--- src/hw/cpm_defs.svh ---
`ifndef CPM_DEFS_SVH
`define CPM_DEFS_SVH
// ----------------------------------------------------------------------------
// Register word indices (byte address = index * 4).
// ----------------------------------------------------------------------------
`define CPM_IDX_PLL        2'h0
`define CPM_IDX_REFERENCE_CLOCK_PIN     2'h1
`define CPM_IDX_OSC        2'h2
`define CPM_IDX_STATUS     2'h3
// ----------------------------------------------------------------------------
// Field positions.
// ----------------------------------------------------------------------------
`define CPM_REF_EN_BIT     15
`define CPM_REF_SLP_BIT    13
`define CPM_REF_SEL_BIT    12
`define CPM_REF_DIV_HI     11
`define CPM_REF_DIV_LO     8
`define CPM_OSC_NEW_HI     10
`define CPM_OSC_NEW_LO     8
// ----------------------------------------------------------------------------
// Reset values and constants.
// ----------------------------------------------------------------------------
`define CPM_PLL_RESET      9'h030
`define CPM_PLL_OFFSET     10'h002
`define CPM_OSC_RESET      3'h0
`define CPM_RESP_OKAY      2'h0
`define CPM_RESP_SLVERR    2'h2
`endif

--- src/hw/cpm_pkg.sv ---
`default_nettype none
package cpm_pkg;
	// Power state, Gray coded along run -> idle -> sleep.
	typedef enum logic [1:0] {
		CPM_RUN   = 2'b00,
		CPM_IDLE  = 2'b01,
		CPM_SLEEP = 2'b11
	} cpm_state_type;
	// Cause of the most recent wake-up.
	typedef enum logic [1:0] {
		CPM_WAKE_NONE = 2'b00,
		CPM_WAKE_IRQ  = 2'b01,
		CPM_WAKE_WDT  = 2'b10,
		CPM_WAKE_RST  = 2'b11
	} cpm_wake_type;
endpackage
`default_nettype wire

--- src/hw/cpm_reference_clock_pin_if.sv ---
`default_nettype none
// Settings and status passed between the controller and the reference clock generator.
interface cpm_reference_clock_pin_if;
	logic       enable;       // Output enable.
	logic       run_in_sleep; // Keep running while asleep.
	logic       source_sel;   // 1 = crystal, 0 = system clock.
	logic [3:0] divider;      // Power-of-two divider.
	logic       in_sleep;     // Device is in Sleep.
	logic       xtal_in;      // Sampled crystal oscillator level.
	logic       reference_clock_pin_out;   // Generated reference clock.
	modport ctrl (output enable, run_in_sleep, source_sel, divider, in_sleep, xtal_in, input reference_clock_pin_out);
	modport gen  (input enable, run_in_sleep, source_sel, divider, in_sleep, xtal_in, output reference_clock_pin_out);
endinterface
`default_nettype wire

--- src/hw/cpm_reference_clock_pin_gen.sv ---
`default_nettype none
module cpm_reference_clock_pin_gen (
	input  wire logic aclk,
	input  wire logic aresetn,
	cpm_reference_clock_pin_if.gen rc
);
	// ------------------------------------------------------------------------
	// Source tick and run condition.
	// ------------------------------------------------------------------------
	logic        xtal_q;     // Previous crystal level, for edge detect.
	logic [14:0] count;      // Tick counter feeding the divider taps.
	logic [14:0] next_count; // Counter after one more tick.
	logic        running;    // Generator may toggle.
	logic        tick;       // One source period has passed.
	logic [3:0]  tap;        // Counter bit that drives the output.

	// Runs only while enabled, and in Sleep only when asked to.
	assign running    = rc.enable && !(rc.in_sleep && !rc.run_in_sleep);
	// Crystal source counts rising edges; system source counts every cycle.
	assign tick       = rc.source_sel ? (rc.xtal_in && !xtal_q) : 1'b1;
	assign next_count = count + 15'h0001;
	assign tap        = rc.divider - 4'h1;

	// Crystal edge detector; the input is already synchronous.
	always_ff @(posedge aclk) begin
		if (!aresetn) begin
			xtal_q <= 1'b0;
		end else begin
			xtal_q <= rc.xtal_in;
		end
	end

	// ------------------------------------------------------------------------
	// Divider counter.
	// ------------------------------------------------------------------------
	// The counter is not resynchronised on a divider change; software stops
	// the output first, which clears it.
	always_ff @(posedge aclk) begin
		if (!aresetn || !running) begin
			count <= 15'h0000;
		end else if (tick) begin
			count <= next_count;
		end
	end

	// Output follows the chosen counter bit: period is 2^divider ticks.
	always_ff @(posedge aclk) begin
		if (!aresetn || !running) begin
			rc.reference_clock_pin_out <= 1'b0;
		end else if (rc.divider == 4'h0) begin
			if (rc.source_sel) begin
				// The crystal is slower than aclk, so its level passes straight through.
				rc.reference_clock_pin_out <= rc.xtal_in;
			end else begin
				// A flop cannot pass aclk itself through, so this setting halves it.
				rc.reference_clock_pin_out <= !rc.reference_clock_pin_out;
			end
		end else if (tick) begin
			rc.reference_clock_pin_out <= next_count[tap];
		end
	end

	// ------------------------------------------------------------------------
	// Checks.
	// ------------------------------------------------------------------------
	a_reference_clock_pin_sleep_stop: assert property (@(posedge aclk) disable iff (!aresetn)
		(rc.in_sleep && !rc.run_in_sleep) |=> !rc.reference_clock_pin_out)
		else $error("Reference clock ran in Sleep without run-in-sleep.");
	a_reference_clock_pin_disabled_low: assert property (@(posedge aclk) disable iff (!aresetn)
		!rc.enable |=> !rc.reference_clock_pin_out)
		else $error("Reference clock toggled while disabled.");
	a_reference_clock_pin_sys_half: assert property (@(posedge aclk) disable iff (!aresetn)
		(running && !rc.source_sel && rc.divider == 4'h0) ##1
		(running && !rc.source_sel && rc.divider == 4'h0) |-> rc.reference_clock_pin_out != $past(rc.reference_clock_pin_out))
		else $error("Undivided system source failed to toggle.");
	a_reference_clock_pin_xtal_pass: assert property (@(posedge aclk) disable iff (!aresetn)
		(running && rc.source_sel && rc.divider == 4'h0) |=> rc.reference_clock_pin_out == $past(rc.xtal_in))
		else $error("Undivided crystal source not passed through.");
endmodule // cpm_reference_clock_pin_gen
`default_nettype wire

--- src/hw/cpm_top.sv ---
// Function
// - Sleep instruction stops core and peripheral clocks and execution.
// - Idle instruction halts core, peripherals stay clocked.
// - Only the instruction enters Sleep or Idle.
// - Interrupt, watchdog or reset wakes the device.
// - Unlocked oscillator select write requests clock switch.
// - Multiplier is field plus two, resets 50.
// - Run-in-sleep bit keeps reference clock alive.
`default_nettype none
`include "cpm_defs.svh"
module cpm_top (
	input  wire logic        aclk,
	input  wire logic        aresetn,
	input  wire logic [31:0] s_axi_awaddr,
	input  wire logic        s_axi_awvalid,
	output var  logic        s_axi_awready,
	input  wire logic [31:0] s_axi_wdata,
	input  wire logic [3:0]  s_axi_wstrb,
	input  wire logic        s_axi_wvalid,
	output var  logic        s_axi_wready,
	output var  logic [1:0]  s_axi_bresp,
	output var  logic        s_axi_bvalid,
	input  wire logic        s_axi_bready,
	input  wire logic [31:0] s_axi_araddr,
	input  wire logic        s_axi_arvalid,
	output var  logic        s_axi_arready,
	output var  logic [31:0] s_axi_rdata,
	output var  logic [1:0]  s_axi_rresp,
	output var  logic        s_axi_rvalid,
	input  wire logic        s_axi_rready,
	input  wire logic        power_save_instruction,
	input  wire logic        power_save_idle,
	input  wire logic        enabled_irq_req,
	input  wire logic        watchdog_timeout,
	input  wire logic        device_reset_event,
	input  wire logic        clock_config_locked,
	input  wire logic        xtal_osc_in,
	output var  logic        core_clk_enable,
	output var  logic        periph_clk_enable,
	output var  logic        osc_switch_req,
	output var  logic [2:0]  osc_switch_target,
	output var  logic [9:0]  pll_multiplier,
	output var  logic        reference_clock_pin
);
	// ------------------------------------------------------------------------
	// Register state.
	// ------------------------------------------------------------------------
	logic [8:0]            feedback_multiplier_field; // PLL feedback field.
	logic                  reference_clock_pin_output_enable;      // Reference clock on.
	logic                  reference_clock_pin_run_in_sleep;       // Keep running in Sleep.
	logic                  reference_clock_pin_source_select;      // 1 = crystal.
	logic [3:0]            reference_clock_pin_divider;            // Power-of-two divider.
	logic [2:0]            new_oscillator_select;     // Requested oscillator.
	cpm_pkg::cpm_state_type state;                    // Power state.
	cpm_pkg::cpm_state_type next_state;               // Power state next cycle.
	cpm_pkg::cpm_wake_type  wake_cause;               // Last wake-up cause.
	logic                  wake_event;                // Any wake source active.

	// ------------------------------------------------------------------------
	// AXI4-Lite write channel capture.
	// ------------------------------------------------------------------------
	logic        aw_full;      // Write address held.
	logic        w_full;       // Write data held.
	logic [1:0]  aw_idx;       // Held register index.
	logic        aw_bad;       // Held address is unmapped.
	logic [15:0] w_data;       // Held write data, low half only.
	logic [1:0]  w_strb;       // Held byte strobes of the low half.
	logic        wr_do;        // Write performed this cycle.
	logic        next_aw_full; // Address holder next cycle.
	logic        next_w_full;  // Data holder next cycle.
	logic        osc_wr_fire;  // Accepted oscillator switch write.

	// Address and data may come in either order; the write runs once both
	// are held and the previous response has been taken.
	assign wr_do        = aw_full && w_full && !s_axi_bvalid;
	assign next_aw_full = (aw_full && !wr_do) || (s_axi_awvalid && s_axi_awready);
	assign next_w_full  = (w_full && !wr_do) || (s_axi_wvalid && s_axi_wready);
	// Only an unlocked write with the select byte strobed asks for a switch.
	assign osc_wr_fire  = wr_do && !aw_bad && aw_idx == `CPM_IDX_OSC && w_strb[1] && !clock_config_locked;

	// Address holder and its ready, registered from the next fill state.
	always_ff @(posedge aclk) begin
		if (!aresetn) begin
			aw_full       <= 1'b0;
			s_axi_awready <= 1'b0;
			aw_idx        <= 2'h0;
			aw_bad        <= 1'b0;
		end else begin
			aw_full       <= next_aw_full;
			s_axi_awready <= !next_aw_full;
			if (s_axi_awvalid && s_axi_awready) begin
				aw_idx <= s_axi_awaddr[3:2];
				aw_bad <= s_axi_awaddr[31:4] != 28'h0000000;
			end
		end
	end

	// Data holder and its ready; upper half is ignored as registers are 16 bits.
	always_ff @(posedge aclk) begin
		if (!aresetn) begin
			w_full       <= 1'b0;
			s_axi_wready <= 1'b0;
			w_data       <= 16'h0000;
			w_strb       <= 2'h0;
		end else begin
			w_full       <= next_w_full;
			s_axi_wready <= !next_w_full;
			if (s_axi_wvalid && s_axi_wready) begin
				w_data <= s_axi_wdata[15:0];
				w_strb <= s_axi_wstrb[1:0];
			end
		end
	end

	// Write response: an unmapped address answers SLVERR and changes nothing.
	always_ff @(posedge aclk) begin
		if (!aresetn) begin
			s_axi_bvalid <= 1'b0;
			s_axi_bresp  <= `CPM_RESP_OKAY;
		end else if (wr_do) begin
			s_axi_bvalid <= 1'b1;
			s_axi_bresp  <= aw_bad ? `CPM_RESP_SLVERR : `CPM_RESP_OKAY;
		end else if (s_axi_bready) begin
			s_axi_bvalid <= 1'b0;
		end
	end

	// ------------------------------------------------------------------------
	// Software registers.
	// ------------------------------------------------------------------------
	// PLL feedback field, byte-lane writable, resets to a multiplier of 50.
	always_ff @(posedge aclk) begin
		if (!aresetn) begin
			feedback_multiplier_field <= `CPM_PLL_RESET;
		end else if (wr_do && !aw_bad && aw_idx == `CPM_IDX_PLL) begin
			if (w_strb[0]) begin
				feedback_multiplier_field[7:0] <= w_data[7:0];
			end
			if (w_strb[1]) begin
				feedback_multiplier_field[8] <= w_data[8];
			end
		end
	end

	// Reference clock control; all fields live in the upper byte.
	always_ff @(posedge aclk) begin
		if (!aresetn) begin
			reference_clock_pin_output_enable <= 1'b0;
			reference_clock_pin_run_in_sleep  <= 1'b0;
			reference_clock_pin_source_select <= 1'b0;
			reference_clock_pin_divider       <= 4'h0;
		end else if (wr_do && !aw_bad && aw_idx == `CPM_IDX_REFERENCE_CLOCK_PIN && w_strb[1]) begin
			reference_clock_pin_output_enable <= w_data[`CPM_REF_EN_BIT];
			reference_clock_pin_run_in_sleep  <= w_data[`CPM_REF_SLP_BIT];
			reference_clock_pin_source_select <= w_data[`CPM_REF_SEL_BIT];
			reference_clock_pin_divider       <= w_data[`CPM_REF_DIV_HI:`CPM_REF_DIV_LO];
		end
	end

	// Oscillator select; a locked configuration ignores the write.
	always_ff @(posedge aclk) begin
		if (!aresetn) begin
			new_oscillator_select <= `CPM_OSC_RESET;
			osc_switch_req        <= 1'b0;
			osc_switch_target     <= `CPM_OSC_RESET;
		end else begin
			osc_switch_req <= osc_wr_fire;
			if (osc_wr_fire) begin
				new_oscillator_select <= w_data[`CPM_OSC_NEW_HI:`CPM_OSC_NEW_LO];
				osc_switch_target     <= w_data[`CPM_OSC_NEW_HI:`CPM_OSC_NEW_LO];
			end
		end
	end

	// Multiplier presented to the PLL is the field plus two.
	always_ff @(posedge aclk) begin
		if (!aresetn) begin
			pll_multiplier <= {1'b0, `CPM_PLL_RESET} + `CPM_PLL_OFFSET;
		end else begin
			pll_multiplier <= {1'b0, feedback_multiplier_field} + `CPM_PLL_OFFSET;
		end
	end

	// ------------------------------------------------------------------------
	// AXI4-Lite read channel.
	// ------------------------------------------------------------------------
	// One read at a time; unmapped addresses read zero with SLVERR.
	always_ff @(posedge aclk) begin
		if (!aresetn) begin
			s_axi_rvalid  <= 1'b0;
			s_axi_arready <= 1'b0;
			s_axi_rdata   <= 32'h00000000;
			s_axi_rresp   <= `CPM_RESP_OKAY;
		end else if (s_axi_arvalid && s_axi_arready) begin
			s_axi_rvalid  <= 1'b1;
			s_axi_arready <= 1'b0;
			s_axi_rresp   <= `CPM_RESP_OKAY;
			s_axi_rdata   <= 32'h00000000;
			if (s_axi_araddr[31:4] != 28'h0000000) begin
				s_axi_rresp <= `CPM_RESP_SLVERR;
			end else begin
				unique case (s_axi_araddr[3:2])
					`CPM_IDX_PLL: begin
						s_axi_rdata[8:0] <= feedback_multiplier_field;
					end
					`CPM_IDX_REFERENCE_CLOCK_PIN: begin
						s_axi_rdata[`CPM_REF_EN_BIT]                 <= reference_clock_pin_output_enable;
						s_axi_rdata[`CPM_REF_SLP_BIT]                <= reference_clock_pin_run_in_sleep;
						s_axi_rdata[`CPM_REF_SEL_BIT]                <= reference_clock_pin_source_select;
						s_axi_rdata[`CPM_REF_DIV_HI:`CPM_REF_DIV_LO] <= reference_clock_pin_divider;
					end
					`CPM_IDX_OSC: begin
						s_axi_rdata[`CPM_OSC_NEW_HI:`CPM_OSC_NEW_LO] <= new_oscillator_select;
						s_axi_rdata[0]                               <= clock_config_locked;
					end
					`CPM_IDX_STATUS: begin
						s_axi_rdata[1:0] <= state;
						s_axi_rdata[5:4] <= wake_cause;
					end
				endcase
			end
		end else if (s_axi_rvalid) begin
			if (s_axi_rready) begin
				s_axi_rvalid  <= 1'b0;
				s_axi_arready <= 1'b1;
			end
		end else begin
			s_axi_arready <= 1'b1;
		end
	end

	// ------------------------------------------------------------------------
	// Power state machine.
	// ------------------------------------------------------------------------
	assign wake_event = enabled_irq_req || watchdog_timeout || device_reset_event;

	// Entry only through the instruction; no register bit can put the device to sleep.
	always_comb begin
		next_state = state;
		unique case (state)
			cpm_pkg::CPM_RUN: begin
				if (power_save_instruction) begin
					next_state = power_save_idle ? cpm_pkg::CPM_IDLE : cpm_pkg::CPM_SLEEP;
				end
			end
			cpm_pkg::CPM_IDLE, cpm_pkg::CPM_SLEEP: begin
				if (wake_event) begin
					next_state = cpm_pkg::CPM_RUN;
				end
			end
			default: begin
				next_state = cpm_pkg::CPM_RUN;
			end
		endcase
	end

	// State and clock gates move together so the gates never lag the state.
	always_ff @(posedge aclk) begin
		if (!aresetn) begin
			state             <= cpm_pkg::CPM_RUN;
			core_clk_enable   <= 1'b1;
			periph_clk_enable <= 1'b1;
		end else begin
			state             <= next_state;
			core_clk_enable   <= next_state == cpm_pkg::CPM_RUN;
			periph_clk_enable <= next_state != cpm_pkg::CPM_SLEEP;
		end
	end

	// Wake cause, priority reset over watchdog over interrupt.
	always_ff @(posedge aclk) begin
		if (!aresetn) begin
			wake_cause <= cpm_pkg::CPM_WAKE_NONE;
		end else if (state != cpm_pkg::CPM_RUN && wake_event) begin
			if (device_reset_event) begin
				wake_cause <= cpm_pkg::CPM_WAKE_RST;
			end else if (watchdog_timeout) begin
				wake_cause <= cpm_pkg::CPM_WAKE_WDT;
			end else begin
				wake_cause <= cpm_pkg::CPM_WAKE_IRQ;
			end
		end
	end

	// ------------------------------------------------------------------------
	// Reference clock generator.
	// ------------------------------------------------------------------------
	cpm_reference_clock_pin_if reference_clock_pin_bus ();
	assign reference_clock_pin_bus.enable       = reference_clock_pin_output_enable;
	assign reference_clock_pin_bus.run_in_sleep = reference_clock_pin_run_in_sleep;
	assign reference_clock_pin_bus.source_sel   = reference_clock_pin_source_select;
	assign reference_clock_pin_bus.divider      = reference_clock_pin_divider;
	assign reference_clock_pin_bus.in_sleep     = state == cpm_pkg::CPM_SLEEP;
	assign reference_clock_pin_bus.xtal_in      = xtal_osc_in;

	cpm_reference_clock_pin_gen u_reference_clock_pin_gen (
		.aclk    (aclk),
		.aresetn (aresetn),
		.rc      (reference_clock_pin_bus)
	);

	// Retimed to the pin so the top output comes from a flop.
	always_ff @(posedge aclk) begin
		if (!aresetn) begin
			reference_clock_pin <= 1'b0;
		end else begin
			reference_clock_pin <= reference_clock_pin_bus.reference_clock_pin_out;
		end
	end

	// ------------------------------------------------------------------------
	// Checks.
	// ------------------------------------------------------------------------
	a_sleep_clocks_off: assert property (@(posedge aclk) disable iff (!aresetn)
		(state == cpm_pkg::CPM_SLEEP) |-> (!core_clk_enable && !periph_clk_enable))
		else $error("Clocks running in Sleep.");
	a_idle_periph_on: assert property (@(posedge aclk) disable iff (!aresetn)
		(state == cpm_pkg::CPM_IDLE) |-> (!core_clk_enable && periph_clk_enable))
		else $error("Idle gating wrong.");
	a_entry_by_instr: assert property (@(posedge aclk) disable iff (!aresetn)
		(state == cpm_pkg::CPM_RUN && !power_save_instruction) |=> state == cpm_pkg::CPM_RUN)
		else $error("Power save entered without the instruction.");
	a_instr_enters: assert property (@(posedge aclk) disable iff (!aresetn)
		(state == cpm_pkg::CPM_RUN && power_save_instruction && !power_save_idle) |=> state == cpm_pkg::CPM_SLEEP)
		else $error("Sleep instruction did not enter Sleep.");
	a_wake_event_run: assert property (@(posedge aclk) disable iff (!aresetn)
		(state != cpm_pkg::CPM_RUN && wake_event) |=> (state == cpm_pkg::CPM_RUN && core_clk_enable))
		else $error("Wake event did not wake the device.");
	a_osc_switch_req: assert property (@(posedge aclk) disable iff (!aresetn)
		osc_wr_fire |=> (osc_switch_req && osc_switch_target == $past(w_data[`CPM_OSC_NEW_HI:`CPM_OSC_NEW_LO])))
		else $error("Oscillator switch not requested.");
	a_osc_locked_quiet: assert property (@(posedge aclk) disable iff (!aresetn)
		clock_config_locked |=> !osc_switch_req)
		else $error("Switch requested while locked.");
	a_pll_mult_plus2: assert property (@(posedge aclk) disable iff (!aresetn)
		##1 pll_multiplier == {1'b0, $past(feedback_multiplier_field)} + 10'h002)
		else $error("Multiplier is not field plus two.");
endmodule // cpm_top
`default_nettype wire

--- config.mk ---
export PLATFORM = sky130hd
export DESIGN_NAME = cpm_top
export DESIGN_NICKNAME = d
export VERILOG_FILES = /design/src/hw/cpm_pkg.sv /design/src/hw/cpm_reference_clock_pin_if.sv /design/src/hw/cpm_reference_clock_pin_gen.sv /design/src/hw/cpm_top.sv
export VERILOG_INCLUDE_DIRS = /design/src /design/src/hw
export SDC_FILE = /design/constraint.sdc
export NUM_CORES = 1
export LEC_CHECK = 0
export BUFFER_PORTS_ARGS = -buffer_cell sky130_fd_sc_hd__buf_4
export CAP_MARGIN = 20
export CORE_UTILIZATION = 53
export DETAILED_ROUTE_END_ITERATION = 6
export PLACE_DENSITY = 0.86
export SYNTH_ARGS = -nofsm -noshare
export SYNTH_HDL_FRONTEND = slang
export SYNTH_SLANG_ARGS = --single-unit
--- constraint.sdc ---
create_clock -name aclk -period 4.41 [get_ports aclk]
set_clock_uncertainty 0.2 [all_clocks]
set_input_delay 0.2205 -clock aclk [delete_from_list [all_inputs] [get_ports aclk]]
set_output_delay 0.2205 -clock aclk [all_outputs]
set_load 0.01 [all_outputs]
; ---- Yosys cells after proc, flatten, opt, wreduce, memory -nomap -nowiden
; Cells that the tools add are included.
[op_classes]
addsub = 3
multipliers = 0
n_div = 0
n_lt_le_gt_ge = 1
n_eq_ne = 9
n_shift = 0
mux = 32
bitwise = 1
reduce_logical = 49
[op_table]
columns = operator, count
row1 = nonzero test 28 bit, 2
row2 = logical AND 1 bit, 18
row3 = two-way mux 2 bit, 9
row4 = "adder 15 x 1 -> 15 bit, second input constant", 1
row5 = two-way mux 1 bit, 14
row6 = two-way mux 14 bit, 1
row7 = logical NOT 1 bit, 12
row8 = case mux 2 bit (2 select lines), 3
row9 = "adder 9 x 2 -> 10 bit, second input constant", 1
row10 = "== test 2 bit, second input constant", 4
row11 = logical NOT 2 bit, 4
row12 = "== test 2 x 1 -> 1 bit, second input constant", 3
row13 = case mux 1 bit (3 select lines), 2
row14 = nonzero test 2 bit, 3
row15 = logical OR 1 bit, 5
row16 = "less-than comparator 4 x 5 -> 1 bit, second input constant", 1
row17 = binary-select mux 1 bit (select 4 bit), 1
row18 = logical NOT 4 bit, 1
row19 = AND reduction 2 bit, 2
row20 = OR reduction 2 bit, 2
row21 = "subtractor 4 x 1 -> 4 bit, second input constant", 1
row22 = two-way mux 3 bit, 1
row23 = "!= test 2 x 1 -> 1 bit, second input constant", 1
row24 = "!= test 2 bit, second input constant", 1
row25 = 2 further kinds, 2
[totals]
reg_bits = 101
latch_bits = 0
ramBits = 0
rom_bits = 0
inputBits = 114
output_inout_bits = 58
wordCells = 126
n_memories = 0

; ---- Logic depth before layout (Yosys ltp)
; Gate-level depths: netlist (run 1).
[depth]
word_depth = 6
ltp_mapped = 8
mapped_depth_nobuf = 7

; ---- By module
; From an unflattened synthesis (run 1), not the netlist that was laid out.
[unflattened]
cells_unflattened = 521
area_unflattened_um2 = 4431.8
[modules_own_cells]
columns = mod, n_inst, cells_each, area_each_um2, seq_area_each_um2
row1 = cpm_top, 1, 368, 3245.6, 1621.6
row2 = cpm_reference_clock_pin_gen, 1, 153, 1186.1, 340.3

; ---- Worst setup path after synthesis (run 1)
; OpenSTA, ideal clock, no wires.
[synth_timing]
kind = register -> register
startpoint = register reference_clock_pin_divider[0] (netlist: reference_clock_pin_bus.divider[0])
endpoint = register u_reference_clock_pin_gen.rc.reference_clock_pin_out
setup_ps = 125
arrival_time_ps = 1665
required_time_ps = 4085
setup_slack_ps = 2420
path_stages_with_launch = 8
path_buffers = 0
period_less_slack_ps = 1990
cell_sequence = dfxtp_1 -> inv_1 -> ha_1 -> nand2_1 -> nor2_1 -> or4_1 -> nor3_1 -> o22ai_1
[synth_between]
elab_chain_cells = 5
elab_cells_between_ends = 7
cone_classes = 1 x add/sub / 4 x mux / 2 x reduce/logical
[synth_lines]
columns = element, line_no
row1 = start: declaration, cpm_top.sv:52  ; logic [3:0] reference_clock_pin_divider;
row2 = start signal: assignment, cpm_top.sv:156  ; reference_clock_pin_divider <= w_data[`CPM_REF_DIV_HI:`CPM_REF_DIV_LO];
row3 = subtractor 4 x 1 -> 4 bit, cpm_reference_clock_pin_gen.sv:22  ; assign tap = rc.divider - 4'h1;
row4 = binary-select mux 1 bit (select 4 bit), cpm_reference_clock_pin_gen.sv:59  ; rc.reference_clock_pin_out <= next_count[tap];
row5 = two-way mux 1 bit (not written as such), cpm_reference_clock_pin_gen.sv:59
row6 = two-way mux 1 bit, cpm_reference_clock_pin_gen.sv:58  ; end else if (tick) begin
row7 = two-way mux 1 bit, cpm_reference_clock_pin_gen.sv:50  ; end else if (rc.divider == 4'h0) begin
row8 = end signal: assignment, cpm_reference_clock_pin_gen.sv:53  ; rc.reference_clock_pin_out <= rc.xtal_in;
row9 = end signal: assignment, cpm_reference_clock_pin_gen.sv:56  ; rc.reference_clock_pin_out <= !rc.reference_clock_pin_out;
row10 = end signal: assignment, cpm_reference_clock_pin_gen.sv:59
row11 = end: declaration, cpm_reference_clock_pin_if.sv:12  ; modport gen (input enable, run_in_sleep, source_sel, divider, in_sleep, xtal_in, output reference_clock_pin_ou ...
; Several ways; a longest one is shown, not always the timed one. The select of a mux whose other input is x is not followed.
; A chain may end at the register's enable or synchronous reset.

; ---- Worst setup path in the final report (run 1)
[layout_timing]
startpoint = register u_reference_clock_pin_gen.count[0]
endpoint = register u_reference_clock_pin_gen.rc.reference_clock_pin_out
[layout_between]
elab_chain_cells = 5
[layout_lines]
columns = element, line_no
row1 = start: declaration, cpm_reference_clock_pin_gen.sv:11  ; logic [14:0] count;
row2 = start signal: assignment, cpm_reference_clock_pin_gen.sv:42  ; count <= next_count;
row3 = adder 15 x 1 -> 15 bit, cpm_reference_clock_pin_gen.sv:21  ; assign next_count = count + 15'h0001;
row4 = binary-select mux 1 bit (select 4 bit), cpm_reference_clock_pin_gen.sv:59
row5 = two-way mux 1 bit (not written as such), cpm_reference_clock_pin_gen.sv:59
row6 = two-way mux 1 bit, cpm_reference_clock_pin_gen.sv:58
row7 = two-way mux 1 bit, cpm_reference_clock_pin_gen.sv:50
; Every way passes these cells. The select of a mux whose other input is x is not followed.

==> summary.md, run 1 <==
| Metric | Value |
|---|---|
| Status | finished clean |
| Setup crit start | u_reference_clock_pin_gen.count[0] |
| Area leader, netlist | dfxtp_1 |
| Number of synthesized flops with an enable pin | 0 |
| Seq/Total Area, Yosys | roughly 44% |
| Launch point of the worst reg-to-reg path | u_reference_clock_pin_gen.count[0] |
| Largest net degree at the start of global routing | between 50 and 60 |
| Post-CTS setup buffer count | 0 |
| Top cell type's share of synthesized area | roughly 44% |
| Setup TNS | 0 ns |
| Mapped Area | between 4000 and 5000 um^2 |
| Commonest cells after routing, fill and taps aside | 132 x buf_4, 98 x dfxtp_1, 69 x nand2_1 |
| Io pins | between 150 and 200 |
| Comb pwr share | around a tenth |
| Final setup fails | 0 |
| WHS Path Cells | 3 |
| Top cells by area, synth | dfxtp_1 44%, nand2_1 5.9%, nor2_1 4.8%, mux2i_1 4.5%, a21oi_1 3.7% |
| Layout net count | between 700 and 800 |
| Ys Warns | 0 |
| Combinational family with the most area after synthesis | simple AND/OR/NAND/NOR gates |
| Vias post-DR | between 4,000 and 5,000 |
| PwrDens | 291 nW/um^2 |
| Compound-Gate Fraction of Synth Area | 11.8% |
| Clock sinks | 98 |
| FFs w/ async S/R, synth | 0% |
| Total internal power | 1280 uW |
| Horiz. Die Dim | approximately 93 um |
| Syn_area_per_cell | roughly 8.9 um^2 |
| Rows | 32 |
| Placed Cells | a little over 700 |
| Htree depth | 3 |
| Drt total wl | approximately 12,000 um |
| Area Growth Syn to Fin | 33.0% |
| Final worst-path cycle share | ~54% |
| Synth Area in XOR/XNOR | 5.74% |
| Fin crit period | around 2.4 ns |
| Hold Fails Final Rpt | 0 |
| Vias/cell | approximately 5.6 |
| Sw frac | 25.4% |
| CTS tree | done |
| Worst slew pin tran | between 0.8 and 0.9 ns |
| P_sw | 433 uW |
| RSZ-0062 raised after global routing | false |
| Core Box Area | 7890 um^2 |
| Die Height | just over 90 um |
| Port bufs | roughly 130 |
| Simple-Gate Fraction of Synth Area | approximately 24% |
| Clock root buffer | clkbuf_8 |
| R2r worst-path depth | 7 |
| First-pass iteration count of the detailed router | 5 |
| CTS buffer count | 9 |
| Number of global-route vias before repair | roughly 4,200 |
| HPWL after DPL | ~8400 um |
| CTS Buffer Depth | 2 |
| Ys flop type | dfxtp_1 |
| Max cap viols | 0 |
| DRC marker count from the first detailed-route iteration | 212 |
| Layout cells sized above 1 | roughly a quarter |
| Proportion of power drawn by the clock network | around 36% |
| Post-synthesis mux area share | 5.03% |
| # resized after CTS | 0 |
| # diodes | 0 |
| Flops & latches, synth | 98 |
| DR WL/cell | ~16 um |
| Slew Limit Headroom | between 40% and 50% |
| Drt drc | 0 |
| Worst hold-check path type | input port to flip-flop |
| Share of power burned in registers | between 50% and 60% |
| Worst endpoint required time | 4.46 ns |
| Crit start category | flip-flop |
| Worst reg-to-reg setup slack | slightly above 2 ns |
| Final GP Congestion | between 0.9 and 1 |
| Antenna violations before repair | 0 |
| CTS hold repair buffers | 29 |
| Remaining Overflow, GRT | 0 |
| Slew Limit Fails | 0 |
| GRT Total Usage | between 20 and 30% |
| CP arrival | about 2.4 ns |
| Hold EP | wake_cause[0] |
| Netlist cell types | 55 |
| Leak Pwr | 0.00237 uW |
| Setup slack at placement | about 2.1 ns |
| First-pass GRT wire length | roughly 20,000 um |
| Final worst slack | about 2.0 ns |
| Hold path startpoint | device_reset_event |
| Most common cell after layout, fill and taps aside | buf_4 |
| Post-Synth Adder-Cell Area | approximately 2.8% |
| Crit Path Class | flip-flop to flip-flop |
| Final Util | 74.6% |
| Setup crit end kind | flip-flop |
| Starting Density | 56.1% |
| Cells after Synth | 496 |
| Clk_lat worst skew | around 0.37 ns |
| Die ar. | approximately 8700 um^2 |
| Finished Layout Cells | between 700 and 800 |
| Worst-path maximum fanout | 11 |
| Worst vdd ir | ~0.28 mV |
| Fmax achieved | 422 MHz |
| Clock transition at path regs | approximately 0.1 ns |
| Detail Route Antenna Nets | 0 |
==> flip-flops by register name (all words and copies together) (netlist names), 3 cells and up <==
register,flops
s_axi_rdata,15
feedback_multiplier_field,9
pll_multiplier,10
u_reference_clock_pin_gen.count,15
new_oscillator_select,3
w_data,15
reference_clock_pin_bus.divider,4
==> layer usage <==
layer  track usage (%)  wire length [um]
met5                 0                 0
met4              8.85               303
met3              7.89               842
met2              53.9              6270
met1              31.0              4530
==> cells in the mapped netlist, types with 8 or more instances <==
cell	number
mux2i_1	20
o21ai_0	12
nand2_1	69
dfxtp_1	98
buf_4	22
a32o_1	8
nand4_1	9
clkbuf_1	13
ha_1	10
and2_1	8
nor3_1	12
inv_1	8
xor2_1	12
nor4_1	15
a22o_1	8
nand3_1	9
a21oi_1	33
xnor2_1	17
nor2_1	57
==> worst max-delay path by stage <==
stage	cells after the start	endpoint	slack, ns
after detailed placement	7	flip-flop	2.08
after global placement	7	flip-flop	2.16
after floorplan	7	flip-flop	2.42
final	7	flip-flop	2.04
after CTS	7	flip-flop	2.05
after global routing	7	flip-flop	1.83
==> logic make-up after synthesis <==
group / count (synthesis)
AO/OA/AOI/OAI: 78
other: 1
multiplexers: 21
flip-flops: 98
AND/OR/NAND/NOR: 211
adder cells (fa/ha/maj): 10
XOR/XNOR: 29
buffers and inverters: 48
==> stage by stage <==
stage	total power [uW]	hold slack (ns)	area (um^2)
after floorplan	1010	0.137	4490
after global placement	1080	0.240	5380
after detailed placement	1080	0.236	5380
after CTS	1710	0.00795	5880
after global routing	1770	0.0286	5880
final	1710	0.0207	5880
==> power groups by stage <==
stage | Clock (uW) | Sequential [uW] | Combinational (uW)
5_1_grt | 661 | 921 | 186
4_1_cts | 622 | 918 | 166
3_3_place_gp | 0 | 937 | 140
2_1_floorplan | 0 | 936 | 72.5
3_5_place_dp | 0 | 939 | 146
6_report | 619 | 919 | 172
==> layout make-up <==
cell class | count | area (um^2)
Multi-Input combinational cell | 368 | 2260
Fill cell | 557 | 2000
Sequential cell | 98 | 1960
Timing Repair Buffer | 161 | 1280
Tap cell | 102 | 128
Clock buffer | 9 | 124
Clock inverter | 7 | 92.6
Inverter | 9 | 33.8
==> critical path, stage by stage, from the launching register on <==
cell	delay, ns
dfxtp_1	0.42
ha_1	0.24
nand3_1	0.36
xor2_1	0.26
nor2_1	0.05
or4_1	0.41
nor3_1	0.22
o22ai_1	0.11
No activity file was read; power rests on OpenSTA's default activity.
==> inputs of run 2 (changes only) <==
Settings changed: ABC_AREA set to 1, CORE_UTILIZATION 53 to 49, PLACE_DENSITY 0.86 to 0.8.
Clock period 4.41 ns to 2.25 ns, I/O delays scaled along.
==> summary.md, run 2 <==
| Metric | Value |
|---|---|
| Detail Route Antenna Nets | 0 (unchanged) |
| R2r worst-path depth | 5 (was 7) |
| Drt drc | 0 (unchanged) |
| GRT Total Usage | 28.7% (about the same) |
| Worst vdd ir | 0.411 mV (was 0.276 mV) |
| Worst-path maximum fanout | 5 (was 11) |
| Rows | 34 (was 32) |
| Critical Path Most Common Cell | dlygate4sd3_1 |
| Layout cells sized above 1 | 23.0% (was 25.2%) |
| DR WL/cell | 14.9 um (was 15.8 um) |
| Syn_area_per_cell | 7.49 um^2 (was 8.92 um^2) |
| Placed Cells | 832 (was 709) |
| Most common cell after layout, fill and taps aside | buf_4 (unchanged) |
| Top cells by area, synth | dfxtp_1 43%, o21ai_0 7.0%, nand3_1 6.3%, nand2_1 6.3%, inv_1 5.8% (was dfxtp_1 44%, nand2_1 5.9%, nor2_1 4.8%, mux2i_1 4.5%, a21oi_1 3.7%) |
| Netlist cell types | 39 (was 55) |
| Clk_lat worst skew | 0.37 ns (about the same) |
| Clock root buffer | clkbuf_8 (unchanged) |
| Top cell type's share of synthesized area | 43.3% (was 44.3%) |
| Critical Path Max Stage Delay | 0.60 ns (was 0.42 ns) |
| Final setup fails | 0 (unchanged) |
| Buf/Inv on CP | 2 (was 0) |
| Worst endpoint required time | 2.32 ns (was 4.46 ns) |
| Die Height | 98.2 um (was 93.4 um) |
| Drt total wl | 13,500 um (was 11,900 um) |
| Mapped Area | 4530 um^2 (was 4420 um^2) |
| Crit Path Class | flip-flop to flip-flop (unchanged) |
| Cells after Synth | 605 (was 496) |
| First-pass iteration count of the detailed router | 7 (was 5) |
| Remaining Overflow, GRT | 0 (unchanged) |
| Antenna violations before repair | 1 (was 0) |
| DRC marker count from the first detailed-route iteration | 184 (was 212) |
| Max cap viols | 0 (unchanged) |
| Crit start category | flip-flop (unchanged) |
| RSZ-0062 raised after global routing | false (unchanged) |
| Htree depth | 3 (unchanged) |
| Io pins | 172 (unchanged) |
| Clock sinks | 98 (unchanged) |
| Core Box Area | 8850 um^2 (was 7890 um^2) |
| FFs w/ async S/R, synth | 0% (unchanged) |
| Sequential Area | 1960 um^2 (unchanged) |
| Leak Pwr | 0.00289 uW (was 0.00237 uW) |
| Ys flop type | dfxtp_1 (unchanged) |
| Area leader, netlist | dfxtp_1 (unchanged) |
| Die ar. | 9640 um^2 (was 8720 um^2) |
| Vias post-DR | 4,768 (was 4,244) |
| Synth cell count leaders | 98 x dfxtp_1, 76 x nand2_1, 70 x inv_1, 63 x nor2_1, 63 x o21ai_0 (was 98 x dfxtp_1, 69 x nand2_1, 57 x nor2_1, 33 x a21oi_1, 22 x buf_4) |
| Setup slack at placement | 0.364 ns (was 2.08 ns) |
| Worst hold-check path type | input port to flip-flop (unchanged) |
| Horiz. Die Dim | 98.2 um (was 93.4 um) |
| Count leader, synth | dfxtp_1 (unchanged) |
| PwrDens | 545 nW/um^2 (was 291 nW/um^2) |
| Final Util | 71.6% (was 74.6%) |
| Ys Warns | 0 (unchanged) |
| Slowest cell on the critical path | dlygate4sd3_1 (was dfxtp_1) |
| CTS buffer count | 9 (unchanged) |
| Cells along the critical path | nand2_1 -> o21ai_1 -> dlygate4sd3_1 -> a21oi_1 -> dlygate4sd3_1 (was ha_1 -> nand3_1 -> xor2_1 -> nor2_1 -> or4_1 -> nor3_1 -> o22ai_1) |
| Area of the multi-input gates | 2130 um^2 (was 2260 um^2) |
| Top Registers | s_axi_rdata (15), u_reference_clock_pin_gen.count (15), w_data (15) (unchanged) |
| Worst slew pin tran | 0.567 ns (was 0.879 ns) |
| Largest net degree at the start of global routing | 64 (was 54) |
| Vias/cell | 5.27 (was 5.63) |
| Slew Limit Fails | 0 (unchanged) |
| Setup TNS | 0 ns (unchanged) |
| Finished Layout Cells | 905 (was 754) |
| Fillcell total | 686 (was 557) |
| Hold path startpoint | s_axi_araddr[2] (was device_reset_event) |
| Slew Limit Headroom | 62.2% (was 41.3%) |
| Final worst-path cycle share | 97.4% (was 53.7%) |
| DP Area | 5550 um^2 (was 5380 um^2) |
| Post-route cell area | 6330 um^2 (was 5880 um^2) |
| Number of synthesized flops with an enable pin | 0 (unchanged) |
| Number of global-route vias before repair | 4,931 (was 4,244) |
| Fin crit period | 2.19 ns (was 2.37 ns) |
| Starting Density | 51.2% (was 56.1%) |
| WHS Path Cells | 4 (was 3) |
| Seq/Total Area, Yosys | 43.3% (was 44.3%) |
| Final worst slack | 0.0575 ns (was 2.04 ns) |
| Launch point of the worst reg-to-reg path | s_axi_awready (was u_reference_clock_pin_gen.count[0]) |
| Final GP Congestion | 0.936 (was 0.902) |
| Flops & latches, synth | 98 (unchanged) |
| Port bufs | 129 (unchanged) |
| Commonest cells after routing, fill and taps aside | 138 x buf_4, 98 x dfxtp_1, 76 x nand2_1 (was 132 x buf_4, 98 x dfxtp_1, 69 x nand2_1) |
| Area Growth Syn to Fin | 39.8% (was 33.0%) |
| HPWL after DPL | 8820 um (was 8420 um) |
| CP arrival | 2.26 ns (was 2.42 ns) |
| Layout net count | 915 (was 771) |
| Setup crit start | s_axi_awready (was u_reference_clock_pin_gen.count[0]) |
| Fmax achieved | 456 MHz (was 422 MHz) |
| First-pass GRT wire length | 22,300 um (was 19,700 um) |
| Status | finished clean (unchanged) |
| Hold Fails Final Rpt | 0 (unchanged) |
| Number of cells on the critical path | 5 (was 7) |
| Crit-path leading delay family | buffers and inverters (was simple AND/OR/NAND/NOR gates) |
| CTS Buffer Depth | 2 (unchanged) |
| Setup crit end kind | flip-flop (unchanged) |
| Clock transition at path regs | 0.11 ns (was 0.10 ns) |
| CTS tree | done (unchanged) |
run 2: changes by cell type in the layout (fill, tap and decap cells not counted), moves of 15 or more:
cell | previous run | this run
inv_1 | 8 | 70
nand3_1 | 9 | 57
xnor2_1 | 17 | 2
mux2i_1 | 20 | 0
dlygate4sd3_1 | 29 | 56
o21ai_0 | 12 | 61
run 2: path summary, 6_finish.rpt:
kind,slack (ns),endpoint
max,0.06,aw_idx[1]
min,0.02,s_axi_rdata[8]
max reg2reg,0.06,aw_idx[1]
min reg2reg,0.22,pll_multiplier[1]
run 2: worst register-to-register path, stage by stage, from the launching register on:
cell	delay, ns
dfxtp_1	0.36
nand2_1	0.13
o21ai_1	0.21
dlygate4sd3_1	0.60
a21oi_1	0.04
dlygate4sd3_1	0.55
run 2: routing by layer:
| layer | vias up | GRT usage, % | part of all wire, % |
|---|---|---|---|
| met2 | 168 | 53.8 | 52 |
| met4 | 0 | 12.5 | 3.1 |
| met1 | 2214 | 30.7 | 39 |
| li1 | 2342 | - | - |
| met5 | - | 0 | 0 |
| met3 | 44 | 6.44 | 5.5 |
run 2: final cells by class:
cell class	instances	area share [%]
diodes	1	0.0395
clock buffers	9	1.96
clock inverters	7	1.48
inverters	77	4.56
multi-input cells	411	33.7
flip-flops and latches	98	31.0
well taps	108	2.13
repair buffers	194	25.2
run 2: power breakdown:
group	internal (uW)	switching [uW]	total, uW
registers	1780	29.6	1810
logic	226	190	416
clock network	545	683	1230
total	2550	903	3450
run 2: cell families after synthesis:
family	Yosys count	synth area share [%]
compound gates	126	15.1
xor+xnor	8	1.71
fa+ha+maj	10	2.76
buf+inv	114	11.3
flops	98	43.3
other cells	1	0.0827
simple gates	248	25.7
run 2: timing repair:
item                                   CTS  global route
endpoints found under the hold margin   42             0
buffers inserted                         0             0
resized for setup                        0             3
setup endpoints to repair                0             3
hold buffers                            56             0
run 2: metrics by stage:
| stage | power (uW) | hold slack [ns] |
|---|---|---|
| floorplan | 2010 | 0.00595 |
| global placement | 2160 | 0.111 |
| detailed placement | 2170 | 0.116 |
| CTS | 3440 | 0.00663 |
| global route | 3570 | 0.0349 |
| finish | 3450 | 0.0162 |
